### src/shared/fftic_pkg.sv
// Constants, types and decode helpers for the FIFO fill / transmit launch block
package fftic_pkg;
    // Bus geometry: each register index maps to byte address index*4
    localparam int unsigned DATA_W = 32;
    localparam int unsigned ADDR_W = 8;
    localparam int unsigned IDX_LSB = 2;
    localparam int unsigned IDX_W = 6;
    // Register indices
    localparam logic [5:0] IDX_FTI = 6'h0e;
    localparam logic [5:0] IDX_CFG = 6'h10;
    localparam logic [5:0] IDX_THR = 6'h11;
    localparam logic [5:0] IDX_ISTAT = 6'h12;
    localparam logic [5:0] IDX_IMASK = 6'h13;
    localparam logic [5:0] IDX_STAT = 6'h14;
    // Field positions in fifo_tx_irq_control
    localparam int unsigned B_METHOD = 7;
    localparam int unsigned B_FILL = 6;
    localparam int unsigned B_TXDONE = 5;
    localparam int unsigned B_LAUNCH = 4;
    localparam int unsigned B_SIGEN = 3;
    localparam int unsigned B_SIGFLAG = 2;
    // Configuration, threshold and status fields
    localparam int unsigned MODE_W = 2;
    localparam int unsigned MODE_PKT_BIT = 1;
    localparam int unsigned CFG_MODE_LSB = 0;
    localparam int unsigned LEVEL_W = 6;
    localparam int unsigned CFG_LEVEL_LSB = 8;
    localparam int unsigned CNT_W = 7;
    localparam int unsigned THR_W = 8;
    localparam int unsigned THR_LSB = 0;
    localparam int unsigned STAT_OVR = 0;
    localparam int unsigned STAT_CNT_LSB = 8;
    // Interrupt status and mask layout
    localparam int unsigned IRQ_LSB = 0;
    localparam int unsigned EV_N = 4;
    localparam int unsigned EV_FILL = 0;
    localparam int unsigned EV_TXDONE = 1;
    localparam int unsigned EV_SIG = 2;
    localparam int unsigned EV_OVR = 3;
    // Sticky flags kept for the control and status registers
    localparam int unsigned FL_N = 2;
    localparam int unsigned FL_SIG = 0;
    localparam int unsigned FL_OVR = 1;
    // Reset values
    localparam logic [1:0] RST_MODE = 2'h0;
    localparam logic [5:0] RST_LEVEL = 6'h0f;
    localparam logic [7:0] RST_THR = 8'h00;
    localparam logic RST_METHOD = 1'h0;
    localparam logic RST_LAUNCH = 1'h0;
    localparam logic RST_SIGEN = 1'h0;
    localparam logic [3:0] RST_MASK = 4'h0;

    typedef enum logic [1:0] {
        FFTIC_MODE_CONT,
        FFTIC_MODE_BUF,
        FFTIC_MODE_PKT
    } fftic_mode_t;

    // Upper bit set means packet mode whatever the lower bit
    function automatic fftic_mode_t decode_mode(input logic [1:0] m);
        if (m[MODE_PKT_BIT]) begin
            return FFTIC_MODE_PKT;
        end else if (m[0]) begin
            return FFTIC_MODE_BUF;
        end
        return FFTIC_MODE_CONT;
    endfunction

    // True for every index that holds a register
    function automatic logic reg_known(input logic [5:0] idx);
        case (idx)
            IDX_FTI, IDX_CFG, IDX_THR, IDX_ISTAT, IDX_IMASK,
            IDX_STAT: return 1'h1;
            default: return 1'h0;
        endcase
    endfunction
endpackage

### src/core/fftic_top.sv
// FIFO fill, transmit launch and interrupt control with an APB slave
//
// Overview of operation
// RULE1: Auto mode: sync word starts buffered filling
// RULE2: Manual mode: host fill bit starts/stops storing
// RULE3: Auto fill bit stays set until cleared
// RULE4: Clearing fill bit waits for next sync
// RULE5: Transmit finished flag rises after last bit
// RULE6: Buffered: launch on non-empty, route to A
// RULE7: Packet, select 0: launch at level reached
// RULE8: Packet, select 0: level reached drives A
// RULE9: Packet, select 1: non-empty launches, drives A
// RULE10: Signal interrupt enable resets off, host sets
// RULE11: Signal flag sets above threshold, one clears
// RULE12: Threshold compares in signal reading encoding
// RULE13: Mode 00 continuous, 01 buffered, 1x packet
// RULE14: Overrun flag; one-write clears flag and queue
// RULE15: Event set beats simultaneous host clear
//
// The APB register port is this design's own decision.
module fftic_top (
    input wire logic pclk,
    input wire logic presetn,
    input wire logic psel,
    input wire logic penable,
    input wire logic pwrite,
    input wire logic [7:0] paddr,
    input wire logic [31:0] pwdata,
    output logic [31:0] prdata,
    output logic pready,
    output logic pslverr,
    input wire logic sync_detect,
    input wire logic tx_last_bit,
    input wire logic fifo_overrun,
    input wire logic [6:0] fifo_count,
    input wire logic [7:0] signal_level,
    output logic fill_en,
    output logic fifo_flush,
    output logic tx_start,
    output logic irq_a,
    output logic irq
);
    typedef struct packed {
        logic method;
        logic fill;
        logic txdone;
        logic launch;
        logic sig_en;
        logic [1:0] mode;
        logic [5:0] level;
        logic [7:0] thr;
        logic [3:0] mask;
        logic above;
        logic tx_start_d;
        logic pready;
        logic [31:0] prdata;
        logic pslverr;
        logic irq;
        logic fill_en;
        logic flush;
    } fftic_top_st_t;

    localparam fftic_top_st_t ST_RST = '{
        method: fftic_pkg::RST_METHOD,
        launch: fftic_pkg::RST_LAUNCH,
        sig_en: fftic_pkg::RST_SIGEN,
        mode: fftic_pkg::RST_MODE,
        level: fftic_pkg::RST_LEVEL,
        thr: fftic_pkg::RST_THR,
        mask: fftic_pkg::RST_MASK,
        default: '0
    };

    fftic_top_st_t s_r;
    fftic_top_st_t s_nxt;

    logic [5:0] idx;
    logic aligned;
    logic hit;
    logic acc_end;
    logic wr;
    logic wr_fti;
    logic wr_cfg;
    logic wr_thr;
    logic wr_istat;
    logic wr_imask;
    logic wr_stat;
    fftic_pkg::fftic_mode_t mode_dec;
    logic is_buf;
    logic above_now;
    logic sig_rise;
    logic auto_sync;
    logic ovr_clr;
    logic tx_rise;
    logic [3:0] ev_set;
    logic [3:0] ev_clr;
    logic [3:0] istat;
    logic [1:0] fl_set;
    logic [1:0] fl_clr;
    logic [1:0] fl;
    logic [31:0] rd;

    // Address decode; unaligned or unmapped access answers with an error
    assign idx = paddr[fftic_pkg::IDX_LSB +: fftic_pkg::IDX_W];
    assign aligned = (paddr[fftic_pkg::IDX_LSB-1:0] == '0);
    assign hit = aligned & fftic_pkg::reg_known(idx);

    // A write lands only on the edge that completes the access phase
    assign acc_end = psel & penable & s_r.pready;
    assign wr = acc_end & pwrite & hit;
    assign wr_fti = wr & (idx == fftic_pkg::IDX_FTI);
    assign wr_cfg = wr & (idx == fftic_pkg::IDX_CFG);
    assign wr_thr = wr & (idx == fftic_pkg::IDX_THR);
    assign wr_istat = wr & (idx == fftic_pkg::IDX_ISTAT);
    assign wr_imask = wr & (idx == fftic_pkg::IDX_IMASK);
    assign wr_stat = wr & (idx == fftic_pkg::IDX_STAT);

    // Data handling mode decode
    assign mode_dec = fftic_pkg::decode_mode(s_r.mode); // RULE13
    assign is_buf = (mode_dec == fftic_pkg::FFTIC_MODE_BUF);

    // Same code on both sides, so a plain magnitude compare suffices
    assign above_now = (signal_level > s_r.thr); // RULE12
    // Edge rather than level: one event per crossing, not per cycle
    assign sig_rise = s_r.sig_en & above_now & ~s_r.above; // RULE11

    // Sync word start of automatic filling, buffered mode only
    assign auto_sync = is_buf & ~s_r.method & sync_detect; // RULE1
    assign ovr_clr = wr_stat & pwdata[fftic_pkg::STAT_OVR]; // RULE14
    assign tx_rise = tx_start & ~s_r.tx_start_d;

    // Events feeding the interrupt status bank
    always_comb begin
        ev_set = '0;
        ev_set[fftic_pkg::EV_FILL] = auto_sync & ~s_r.fill;
        ev_set[fftic_pkg::EV_TXDONE] = tx_last_bit;
        ev_set[fftic_pkg::EV_SIG] = sig_rise;
        ev_set[fftic_pkg::EV_OVR] = fifo_overrun;
        ev_clr = wr_istat ? pwdata[fftic_pkg::IRQ_LSB +: fftic_pkg::EV_N] :
            '0;
    end

    fftic_sticky #(
        .N(fftic_pkg::EV_N)
    ) u_irq_status (
        .pclk(pclk),
        .presetn(presetn),
        .set(ev_set),
        .clr(ev_clr),
        .flags(istat)
    );

    // Signal-level flag and queue overrun flag, both one-to-clear
    always_comb begin
        fl_set = '0;
        fl_clr = '0;
        fl_set[fftic_pkg::FL_SIG] = sig_rise; // RULE11
        fl_clr[fftic_pkg::FL_SIG] = wr_fti & pwdata[fftic_pkg::B_SIGFLAG];
        fl_set[fftic_pkg::FL_OVR] = fifo_overrun; // RULE14
        fl_clr[fftic_pkg::FL_OVR] = ovr_clr; // RULE14
    end

    fftic_sticky #(
        .N(fftic_pkg::FL_N)
    ) u_flags (
        .pclk(pclk),
        .presetn(presetn),
        .set(fl_set),
        .clr(fl_clr),
        .flags(fl)
    );

    fftic_launch u_launch (
        .pclk(pclk),
        .presetn(presetn),
        .mode(mode_dec),
        .launch_sel(s_r.launch),
        .fifo_count(fifo_count),
        .level(s_r.level),
        .tx_start(tx_start),
        .irq_a(irq_a)
    );

    // Read mux; reserved and unused bits read as zero
    always_comb begin
        rd = '0;
        case (idx)
            fftic_pkg::IDX_FTI: begin
                rd[fftic_pkg::B_METHOD] = s_r.method;
                rd[fftic_pkg::B_FILL] = s_r.fill;
                rd[fftic_pkg::B_TXDONE] = s_r.txdone;
                rd[fftic_pkg::B_LAUNCH] = s_r.launch;
                rd[fftic_pkg::B_SIGEN] = s_r.sig_en;
                rd[fftic_pkg::B_SIGFLAG] = fl[fftic_pkg::FL_SIG];
            end
            fftic_pkg::IDX_CFG: begin
                rd[fftic_pkg::CFG_MODE_LSB +: fftic_pkg::MODE_W] = s_r.mode;
                rd[fftic_pkg::CFG_LEVEL_LSB +: fftic_pkg::LEVEL_W] =
                    s_r.level;
            end
            fftic_pkg::IDX_THR: begin
                rd[fftic_pkg::THR_LSB +: fftic_pkg::THR_W] = s_r.thr;
            end
            fftic_pkg::IDX_ISTAT: begin
                rd[fftic_pkg::IRQ_LSB +: fftic_pkg::EV_N] = istat;
            end
            fftic_pkg::IDX_IMASK: begin
                rd[fftic_pkg::IRQ_LSB +: fftic_pkg::EV_N] = s_r.mask;
            end
            fftic_pkg::IDX_STAT: begin
                rd[fftic_pkg::STAT_OVR] = fl[fftic_pkg::FL_OVR];
                rd[fftic_pkg::STAT_CNT_LSB +: fftic_pkg::CNT_W] = fifo_count;
            end
            default: begin
                rd = '0;
            end
        endcase
    end

    // Next-state logic for control bits, bus answer and outputs
    always_comb begin
        s_nxt = s_r;
        // One wait state: ready rises in the second access cycle
        s_nxt.pready = psel & penable & ~s_r.pready;
        if (psel & penable & ~s_r.pready) begin
            s_nxt.prdata = (pwrite | ~hit) ? '0 : rd;
            s_nxt.pslverr = ~hit;
        end
        if (wr_fti) begin
            s_nxt.method = pwdata[fftic_pkg::B_METHOD];
            s_nxt.launch = pwdata[fftic_pkg::B_LAUNCH];
            s_nxt.sig_en = pwdata[fftic_pkg::B_SIGEN]; // RULE10
        end
        if (wr_cfg) begin
            s_nxt.mode = pwdata[fftic_pkg::CFG_MODE_LSB +: fftic_pkg::MODE_W];
            s_nxt.level =
                pwdata[fftic_pkg::CFG_LEVEL_LSB +: fftic_pkg::LEVEL_W];
        end
        if (wr_thr) begin
            s_nxt.thr = pwdata[fftic_pkg::THR_LSB +: fftic_pkg::THR_W];
        end
        if (wr_imask) begin
            s_nxt.mask = pwdata[fftic_pkg::IRQ_LSB +: fftic_pkg::EV_N];
        end
        // Fill bit: host-driven in manual mode, sync-set in auto mode.
        // A write that also switches the method obeys the new method, so
        // one write can select manual filling and start it together.
        if (wr_fti ? pwdata[fftic_pkg::B_METHOD] : s_r.method) begin
            if (wr_fti) begin
                s_nxt.fill = pwdata[fftic_pkg::B_FILL]; // RULE2
            end
        end else begin
            s_nxt.fill = auto_sync | (s_r.fill // RULE3
                & ~(wr_fti & pwdata[fftic_pkg::B_FILL])); // RULE4
        end
        // Storing stops while an overrun waits to be cleared
        s_nxt.fill_en = is_buf & s_nxt.fill & ~fl[fftic_pkg::FL_OVR];
        // Done flag held until the next transmission starts
        s_nxt.txdone = tx_last_bit | (s_r.txdone & ~tx_rise); // RULE5
        s_nxt.tx_start_d = tx_start;
        s_nxt.above = above_now;
        s_nxt.flush = ovr_clr; // RULE14
        s_nxt.irq = |(istat & s_r.mask);
    end

    always_ff @(posedge pclk or negedge presetn) begin
        if (!presetn) begin
            s_r <= ST_RST;
        end else begin
            s_r <= s_nxt;
        end
    end

    assign prdata = s_r.prdata;
    assign pready = s_r.pready;
    assign pslverr = s_r.pslverr;
    assign fill_en = s_r.fill_en;
    assign fifo_flush = s_r.flush;
    assign irq = s_r.irq;
endmodule // fftic_top

### src/core/fftic_sticky.sv
// Bank of sticky flags: set by events, cleared by host one-writes
module fftic_sticky #(
    parameter int unsigned N = 4
) (
    input wire logic pclk,
    input wire logic presetn,
    input wire logic [N-1:0] set,
    input wire logic [N-1:0] clr,
    output logic [N-1:0] flags
);
    typedef struct packed {
        logic [N-1:0] flags;
    } fftic_sticky_st_t;

    fftic_sticky_st_t s_r;
    fftic_sticky_st_t s_nxt;
    logic [N-1:0] bit_nxt;

    // Set beats clear so an event in the clearing cycle survives
    for (genvar i = 0; i < N; i++) begin : g_flag
        assign bit_nxt[i] = set[i] | (s_r.flags[i] & ~clr[i]); // RULE15
    end

    always_comb begin
        s_nxt = s_r;
        s_nxt.flags = bit_nxt;
    end

    always_ff @(posedge pclk or negedge presetn) begin
        if (!presetn) begin
            s_r <= '0;
        end else begin
            s_r <= s_nxt;
        end
    end

    assign flags = s_r.flags;
endmodule // fftic_sticky

### src/core/fftic_launch.sv
// Transmit start condition and interrupt line A source selection
module fftic_launch (
    input wire logic pclk,
    input wire logic presetn,
    input wire fftic_pkg::fftic_mode_t mode,
    input wire logic launch_sel,
    input wire logic [6:0] fifo_count,
    input wire logic [5:0] level,
    output logic tx_start,
    output logic irq_a
);
    typedef struct packed {
        logic tx_start;
        logic irq_a;
    } fftic_launch_st_t;

    fftic_launch_st_t s_r;
    fftic_launch_st_t s_nxt;
    logic not_empty;
    logic level_hit;

    assign not_empty = (fifo_count != '0);
    assign level_hit = (fifo_count >= {1'h0, level});

    // Continuous mode has no queue, so nothing launches from here
    always_comb begin
        s_nxt = s_r;
        case (mode)
            fftic_pkg::FFTIC_MODE_BUF: begin
                s_nxt.tx_start = not_empty; // RULE6
                s_nxt.irq_a = not_empty; // RULE6
            end
            fftic_pkg::FFTIC_MODE_PKT: begin
                if (launch_sel) begin
                    s_nxt.tx_start = not_empty; // RULE9
                    s_nxt.irq_a = not_empty; // RULE9
                end else begin
                    s_nxt.tx_start = level_hit; // RULE7
                    s_nxt.irq_a = level_hit; // RULE8
                end
            end
            default: begin
                s_nxt.tx_start = 1'h0;
                s_nxt.irq_a = 1'h0;
            end
        endcase
    end

    always_ff @(posedge pclk or negedge presetn) begin
        if (!presetn) begin
            s_r <= '0;
        end else begin
            s_r <= s_nxt;
        end
    end

    assign tx_start = s_r.tx_start;
    assign irq_a = s_r.irq_a;
endmodule // fftic_launch

### config.mk
export PLATFORM = sky130hd
export DESIGN_NAME = fftic_top
export DESIGN_NICKNAME = d
export VERILOG_FILES = /design/src/shared/fftic_pkg.sv /design/src/core/fftic_top.sv /design/src/core/fftic_sticky.sv /design/src/core/fftic_launch.sv
export SDC_FILE = /design/constraint.sdc
export NUM_CORES = 1
export LEC_CHECK = 0
export BUFFER_PORTS_ARGS = -buffer_cell sky130_fd_sc_hd__buf_4
export CAP_MARGIN = 40
export CORE_UTILIZATION = 55
export DETAILED_ROUTE_END_ITERATION = 7
export PLACE_DENSITY = 0.86
export SETUP_SLACK_MARGIN = 0.3
export SYNTH_ARGS = -nofsm -noshare
export SYNTH_HDL_FRONTEND = slang
export SYNTH_SLANG_ARGS = --single-unit
### constraint.sdc
create_clock -name pclk -period 2.3 [get_ports pclk]
set_input_delay 0.345 -clock pclk [delete_from_list [all_inputs] [get_ports pclk]]
set_output_delay 0.345 -clock pclk [all_outputs]
set_load 0.03 [all_outputs]
# ---- Word level (Yosys, flattened, before mapping)
# Cells that the tools add are included.
dict set report op_classes {
  order_cmp 2
  eq_ne 8
  muxes 19
  bitwise 56
  n_reduce_logical 4
}
# operator count
set ops {}
lappend ops {{1-bit bitwise AND} 31}
lappend ops {{6-bit by 5-bit equality test with 1-bit output, second input constant} 5}
lappend ops {{15-bit 2-to-1 mux} 1}
lappend ops {{1-bit NOT} 15}
lappend ops {{6-bit one-hot mux with 2 select lines} 1}
lappend ops {{1-bit bitwise OR} 9}
lappend ops {{8-bit > comparator} 1}
lappend ops {{2-bit 2-to-1 mux} 4}
lappend ops {{2-bit one-hot mux with 4 select lines} 1}
lappend ops {{4-bit one-hot mux with 2 select lines} 1}
lappend ops {{7-bit by 6-bit >= comparator with 1-bit output} 1}
lappend ops {{1-bit 2-to-1 mux} 7}
lappend ops {{7-bit nonzero test} 1}
lappend ops {{6-bit by 4-bit equality test with 1-bit output, second input constant} 1}
lappend ops {{6-bit OR reduction} 1}
lappend ops {{1-bit one-hot mux with 5 select lines} 1}
lappend ops {{4-bit bitwise AND} 1}
lappend ops {{4-bit 2-to-1 mux} 1}
lappend ops {{1-bit one-hot mux with 4 select lines} 1}
lappend ops {{2-bit one-hot mux with 2 select lines} 1}
lappend ops {{4-bit OR reduction} 1}
lappend ops {{2-bit by 1-bit equality test with 1-bit output, second input constant} 1}
lappend ops {{2-bit equality test, second input constant} 1}
lappend ops {{2-bit logical NOT} 1}
dict set report totals {
  reg_bits 72
  in_bits 63
  out_inout_bits 39
  elab_cells 110
}

# ---- Depth between registers and ports, before layout
dict set report depth {
  ltp_word 13
  depth_mapped 7
  depth_no_buf 7
}

# ---- Cells and area by module
# Synthesis repeated with hierarchy kept, for this count alone.
dict set report hier_totals {
  hier_cells 302
  hier_area_um2 3204.3
}
# mod n_inst cells_each area_each_um2
set modules_own_cells {}
lappend modules_own_cells {fftic_top 1 253 2723.9}
lappend modules_own_cells {fftic_launch 1 31 262.8}
lappend modules_own_cells {{fftic_sticky (u_irq_status)} 1 12 145.1}
lappend modules_own_cells {{fftic_sticky (u_flags)} 1 6 72.6}

# ---- Worst setup path after synthesis
# Ideal clock, no wire load.
dict set report synth_path {
  path_type {in2reg}
  from {input port paddr[7]}
  to {register s_r, in the netlist prdata[2]}
  setup_time_ps 76
  t_arrival_ps 1775
  setup_slack_ps 449
  cell_stages 5
  cell_sequence {buf_2 > or3_1 > or4_4 > a211o_1 > o21ai_1}
}
dict set report synth_between {
  elab_chain_len 7
}
# item line
set synth_lines {}
lappend synth_lines {{start, declared} fftic_top.sv:27} ;# input wire logic [7:0] paddr,
lappend synth_lines {{6-bit by 4-bit equality test with 1-bit output, or another cell as far along} {fftic_pkg.sv:71, fftic_top.sv:187}}
lappend synth_lines {{6-bit OR reduction} fftic_pkg.sv:71} ;# case (idx)
lappend synth_lines {{1-bit 2-to-1 mux} fftic_pkg.sv:71}
lappend synth_lines {{1-bit bitwise AND} fftic_top.sv:106} ;# assign hit = aligned & fftic_pkg::reg_known(idx);
lappend synth_lines {{1-bit NOT} fftic_top.sv:226} ;# s_nxt.prdata = (pwrite | ~hit) ? '0 : rd;
lappend synth_lines {{1-bit bitwise OR} fftic_top.sv:226}
lappend synth_lines {{15-bit 2-to-1 mux (*)} fftic_top.sv:226}
lappend synth_lines {{end signal, assigned} fftic_top.sv:270} ;# s_r <= s_nxt;
lappend synth_lines {{end, declared} fftic_top.sv:74} ;# fftic_top_st_t s_r;
# Mark *: on every way between the ends. The rest lies on a longest branch, timed or not.
# A chain may end at the register's enable or synchronous reset.

==> impl_metrics.json <==
{
  "setup.worst_path.end": "fill_en$_DFF_PN0_",
  "cp-end-kind": "register",
  "grt_pass1_wl_um": 11100,
  "nNetsFinal": 429,
  "portBuffers": 66,
  "maxSlewViolCount": 0,
  "met2_usage": 0.370,
  "maxSlewHeadroom": 0.559,
  "fin_util": 0.679,
  "yosys.area.top_type": "dfrtp_1",
  "synth_top_area_frac": 0.403,
  "r2r_cells": 4,
  "startpoint": "pready$_DFF_PN0_",
  "syn_area_per_cell_um2": 10.4,
  "yosysWarnings": 0,
  "p_leak_nw": 1.69,
  "drt_iter0_drc": 161,
  "rows": 26,
  "cts_tree": "done",
  "htree_levels": 2,
  "reg2reg_from": "pready$_DFF_PN0_",
  "dp_hpwl_um": 4990,
  "ios": 102,
  "seq_area_frac_synth": 0.437,
  "post_synth_num_cell_types": 50,
  "antenna_found_initial": 0,
  "period_share": 0.792,
  "wl_um": 6460,
  "overflow": 0,
  "grt_use_met1": 0.331,
  "finalSetupViolCount": 0,
  "fin_crit_ns": 1.82,
  "met3_usage": 0.0548,
  "grt_max_degree": 55,
  "finClkSkew_ns": 0.00794,
  "synthToLayoutAreaGrowth_pct": 15.1,
  "hold_viol": 0,
  "start_kind": "register",
  "dieHeight_um": 77.2,
  "reg2reg_slack_ns": 0.48,
  "dieArea_mm2": 0.00595,
  "ys_seq_elements": 54,
  "tightest_slew_ns": 0.661,
  "dr_total_vias": 2298,
  "synth_edf_count": 0,
  "vias_per_cell": 5.45,
  "drive_gt1_frac": 0.318,
  "cp_data_arrival_time_ns": 2.00,
  "synthArstFlopShare": 1.00,
  "crit_required_ns": 2.48,
  "synth_area_leaders": "dfrtp_1, mux2_2, buf_4",
  "cts_root_buf": "clkbuf_8",
  "critPathMaxFanout": 6,
  "antennaDiodeCount": 0,
  "postCtsSetupRepairBufs": 0,
  "synth_most_common_cell": "dfrtp_1",
  "path_clk_slew_ns": 0.10,
  "cts-buffers-inserted": 5,
  "fin_setup_tns_ns": 0,
  "worstSetupPathType": "reg -> reg",
  "drc": 0,
  "top_usage_layer": "met2",
  "fmax_mhz": 549,
  "gp_congestion": 0.863,
  "p_per_area_mw_per_mm2": 475,
  "synthCells": 300,
  "grt_usage": 0.240,
  "clk_latency_ns": 0.31,
  "syn_area_mm2": 0.00311,
  "clockBufferDepth": 2,
  "firstDrtPassIters": 4,
  "rsz0062_at_grt": "false",
  "synth_common_cells": "dfrtp_1, buf_4, nand2_1",
  "fp.dieW_um": 77.2,
  "grt_pass1_vias": 2271,
  "initial_core_util": 0.590,
  "maxCapViolCount": 0,
  "ir_worst_vdd_mv": 0.386,
  "r2r-end": "fill_en$_DFF_PN0_",
  "routedWlPerCell_um": 15.3,
  "synth_flop_cell": "dfrtp_1",
  "status": "finished, final reports clean",
  "core_mm2": 0.00527,
  "ant_nets": 0,
  "cts.sinks": 54,
  "hp-class": "in -> async"
}
[metrics by stage]
stage / area [um2] / hold WS [ns] / total power [mW] / cells / worst slack [ns]
global placement: 3490 / 0.408 / 1.19 / 415 / 0.264
global route: 3580 / 0.106 / 1.77 / 422 / 0.353
detailed placement: 3490 / 0.416 / 1.20 / 415 / 0.234
finish: 3580 / 0.0584 / 1.70 / 422 / 0.479
floorplan: 3170 / 0.0494 / 1.11 / 316 / 0.449
CTS: 3580 / 0.0739 / 1.71 / 422 / 0.481
[flip-flops by register name, indices dropped and copies added (netlist names)]
| signal | flops |
|---|---|
| fifo_flush | 1 |
| fill_en | 1 |
| irq | 1 |
| prdata | 15 |
| pready | 1 |
| pslverr | 1 |
| s_r | 27 |
| u_flags.flags | 2 |
| u_irq_status.flags | 4 |
| u_launch.irq_a | 1 |
[critical path: stages (launching register included)]
cell and delay, ns:
dfrtp_1 0.37, and4_1 0.28, and4_1 0.42, a31oi_1 0.16
a2111oi_1 0.45
[repair_timing]
action                                  4_1_cts  5_1_grt
endpoints found under the setup margin        0        1
hold buffers                                  0        0
gates resized for setup                       0        1
endpoints found under the hold margin         0        0
[per-layer routing]
layer	wire, um	up-vias
met5	0	-
met4	116	0
met3	335	10
met2	2970	77
met1	3030	1091
li1	-	1120
[report_power, final]
group          leakage, nW  internal [mW]  total, mW  switching (mW)
clock network       0.0444          0.211      0.523           0.312
logic                0.939         0.0877      0.220           0.132
registers            0.707          0.955      0.958         0.00300
total                 1.69           1.25       1.70           0.447
[placed cells by master, fill, tap and decap left out, drive strengths merged, types with 2 or more instances in the layout]
cell	synthesis	routed
a21o	6	6
nor4	2	2
a22o	3	3
o21bai	2	2
and2	6	6
nor2b	5	5
o21ai	18	18
a22oi	12	12
nor3	6	6
a221oi	2	2
conb	1	17
dfrtp	50	50
nand2b	6	6
nand4	2	2
mux2	23	23
a21oi	4	4
dfstp	4	4
nand2	29	29
o211ai	2	2
nand3	2	2
inv	19	20
and3	3	3
a211oi	2	2
buf	38	71
ha	14	14
a31oi	3	3
nand3b	3	3
nor3b	3	3
nor2	6	6
o21a	2	2
clkbuf	4	5
and4	3	3
and3b	2	2
or3	2	2
nor4b	3	3
mux2i	2	2
[how the worst min path moves through the flow]
stage | from | end | slack, ns | cells after the start
after floorplan | presetn | fifo_flush$_DFF_PN0_ | 0.05 | 0
after global placement | presetn | s_r[41]$_DFFE_PN0P_ | 0.41 | 1
after detailed placement | presetn | s_r[45]$_DFFE_PN0P_ | 0.42 | 1
after CTS | presetn | s_r[45]$_DFFE_PN0P_ | 0.07 | 1
after global routing | presetn | s_r[45]$_DFFE_PN0P_ | 0.11 | 1
final | presetn | s_r[45]$_DFFE_PN0P_ | 0.06 | 1
[cell type report]
class	instances	area [um2]
sequential	54	1360
inverter	19	71.3
timing repair buffer	71	533
multi-input combinational	201	1450
clock inverter	2	13.8
fill	443	1690
tap	70	87.6
clock buffer	5	68.8
[kinds of logic (layout without fill, tap and decap cells)]
group	Yosys count	count (layout)	share of synthesized area
buffers and inverters	61	97	0.118
AND/OR/NAND/NOR	84	84	0.160
adder cells (fa/ha/maj)	14	14	0.0564
other	1	17	0.00121
multiplexers	26	26	0.0971
flip-flops	54	54	0.437
AO/OA/AOI/OAI	60	60	0.131
Note: power is estimated with default switching activity, not from simulation.
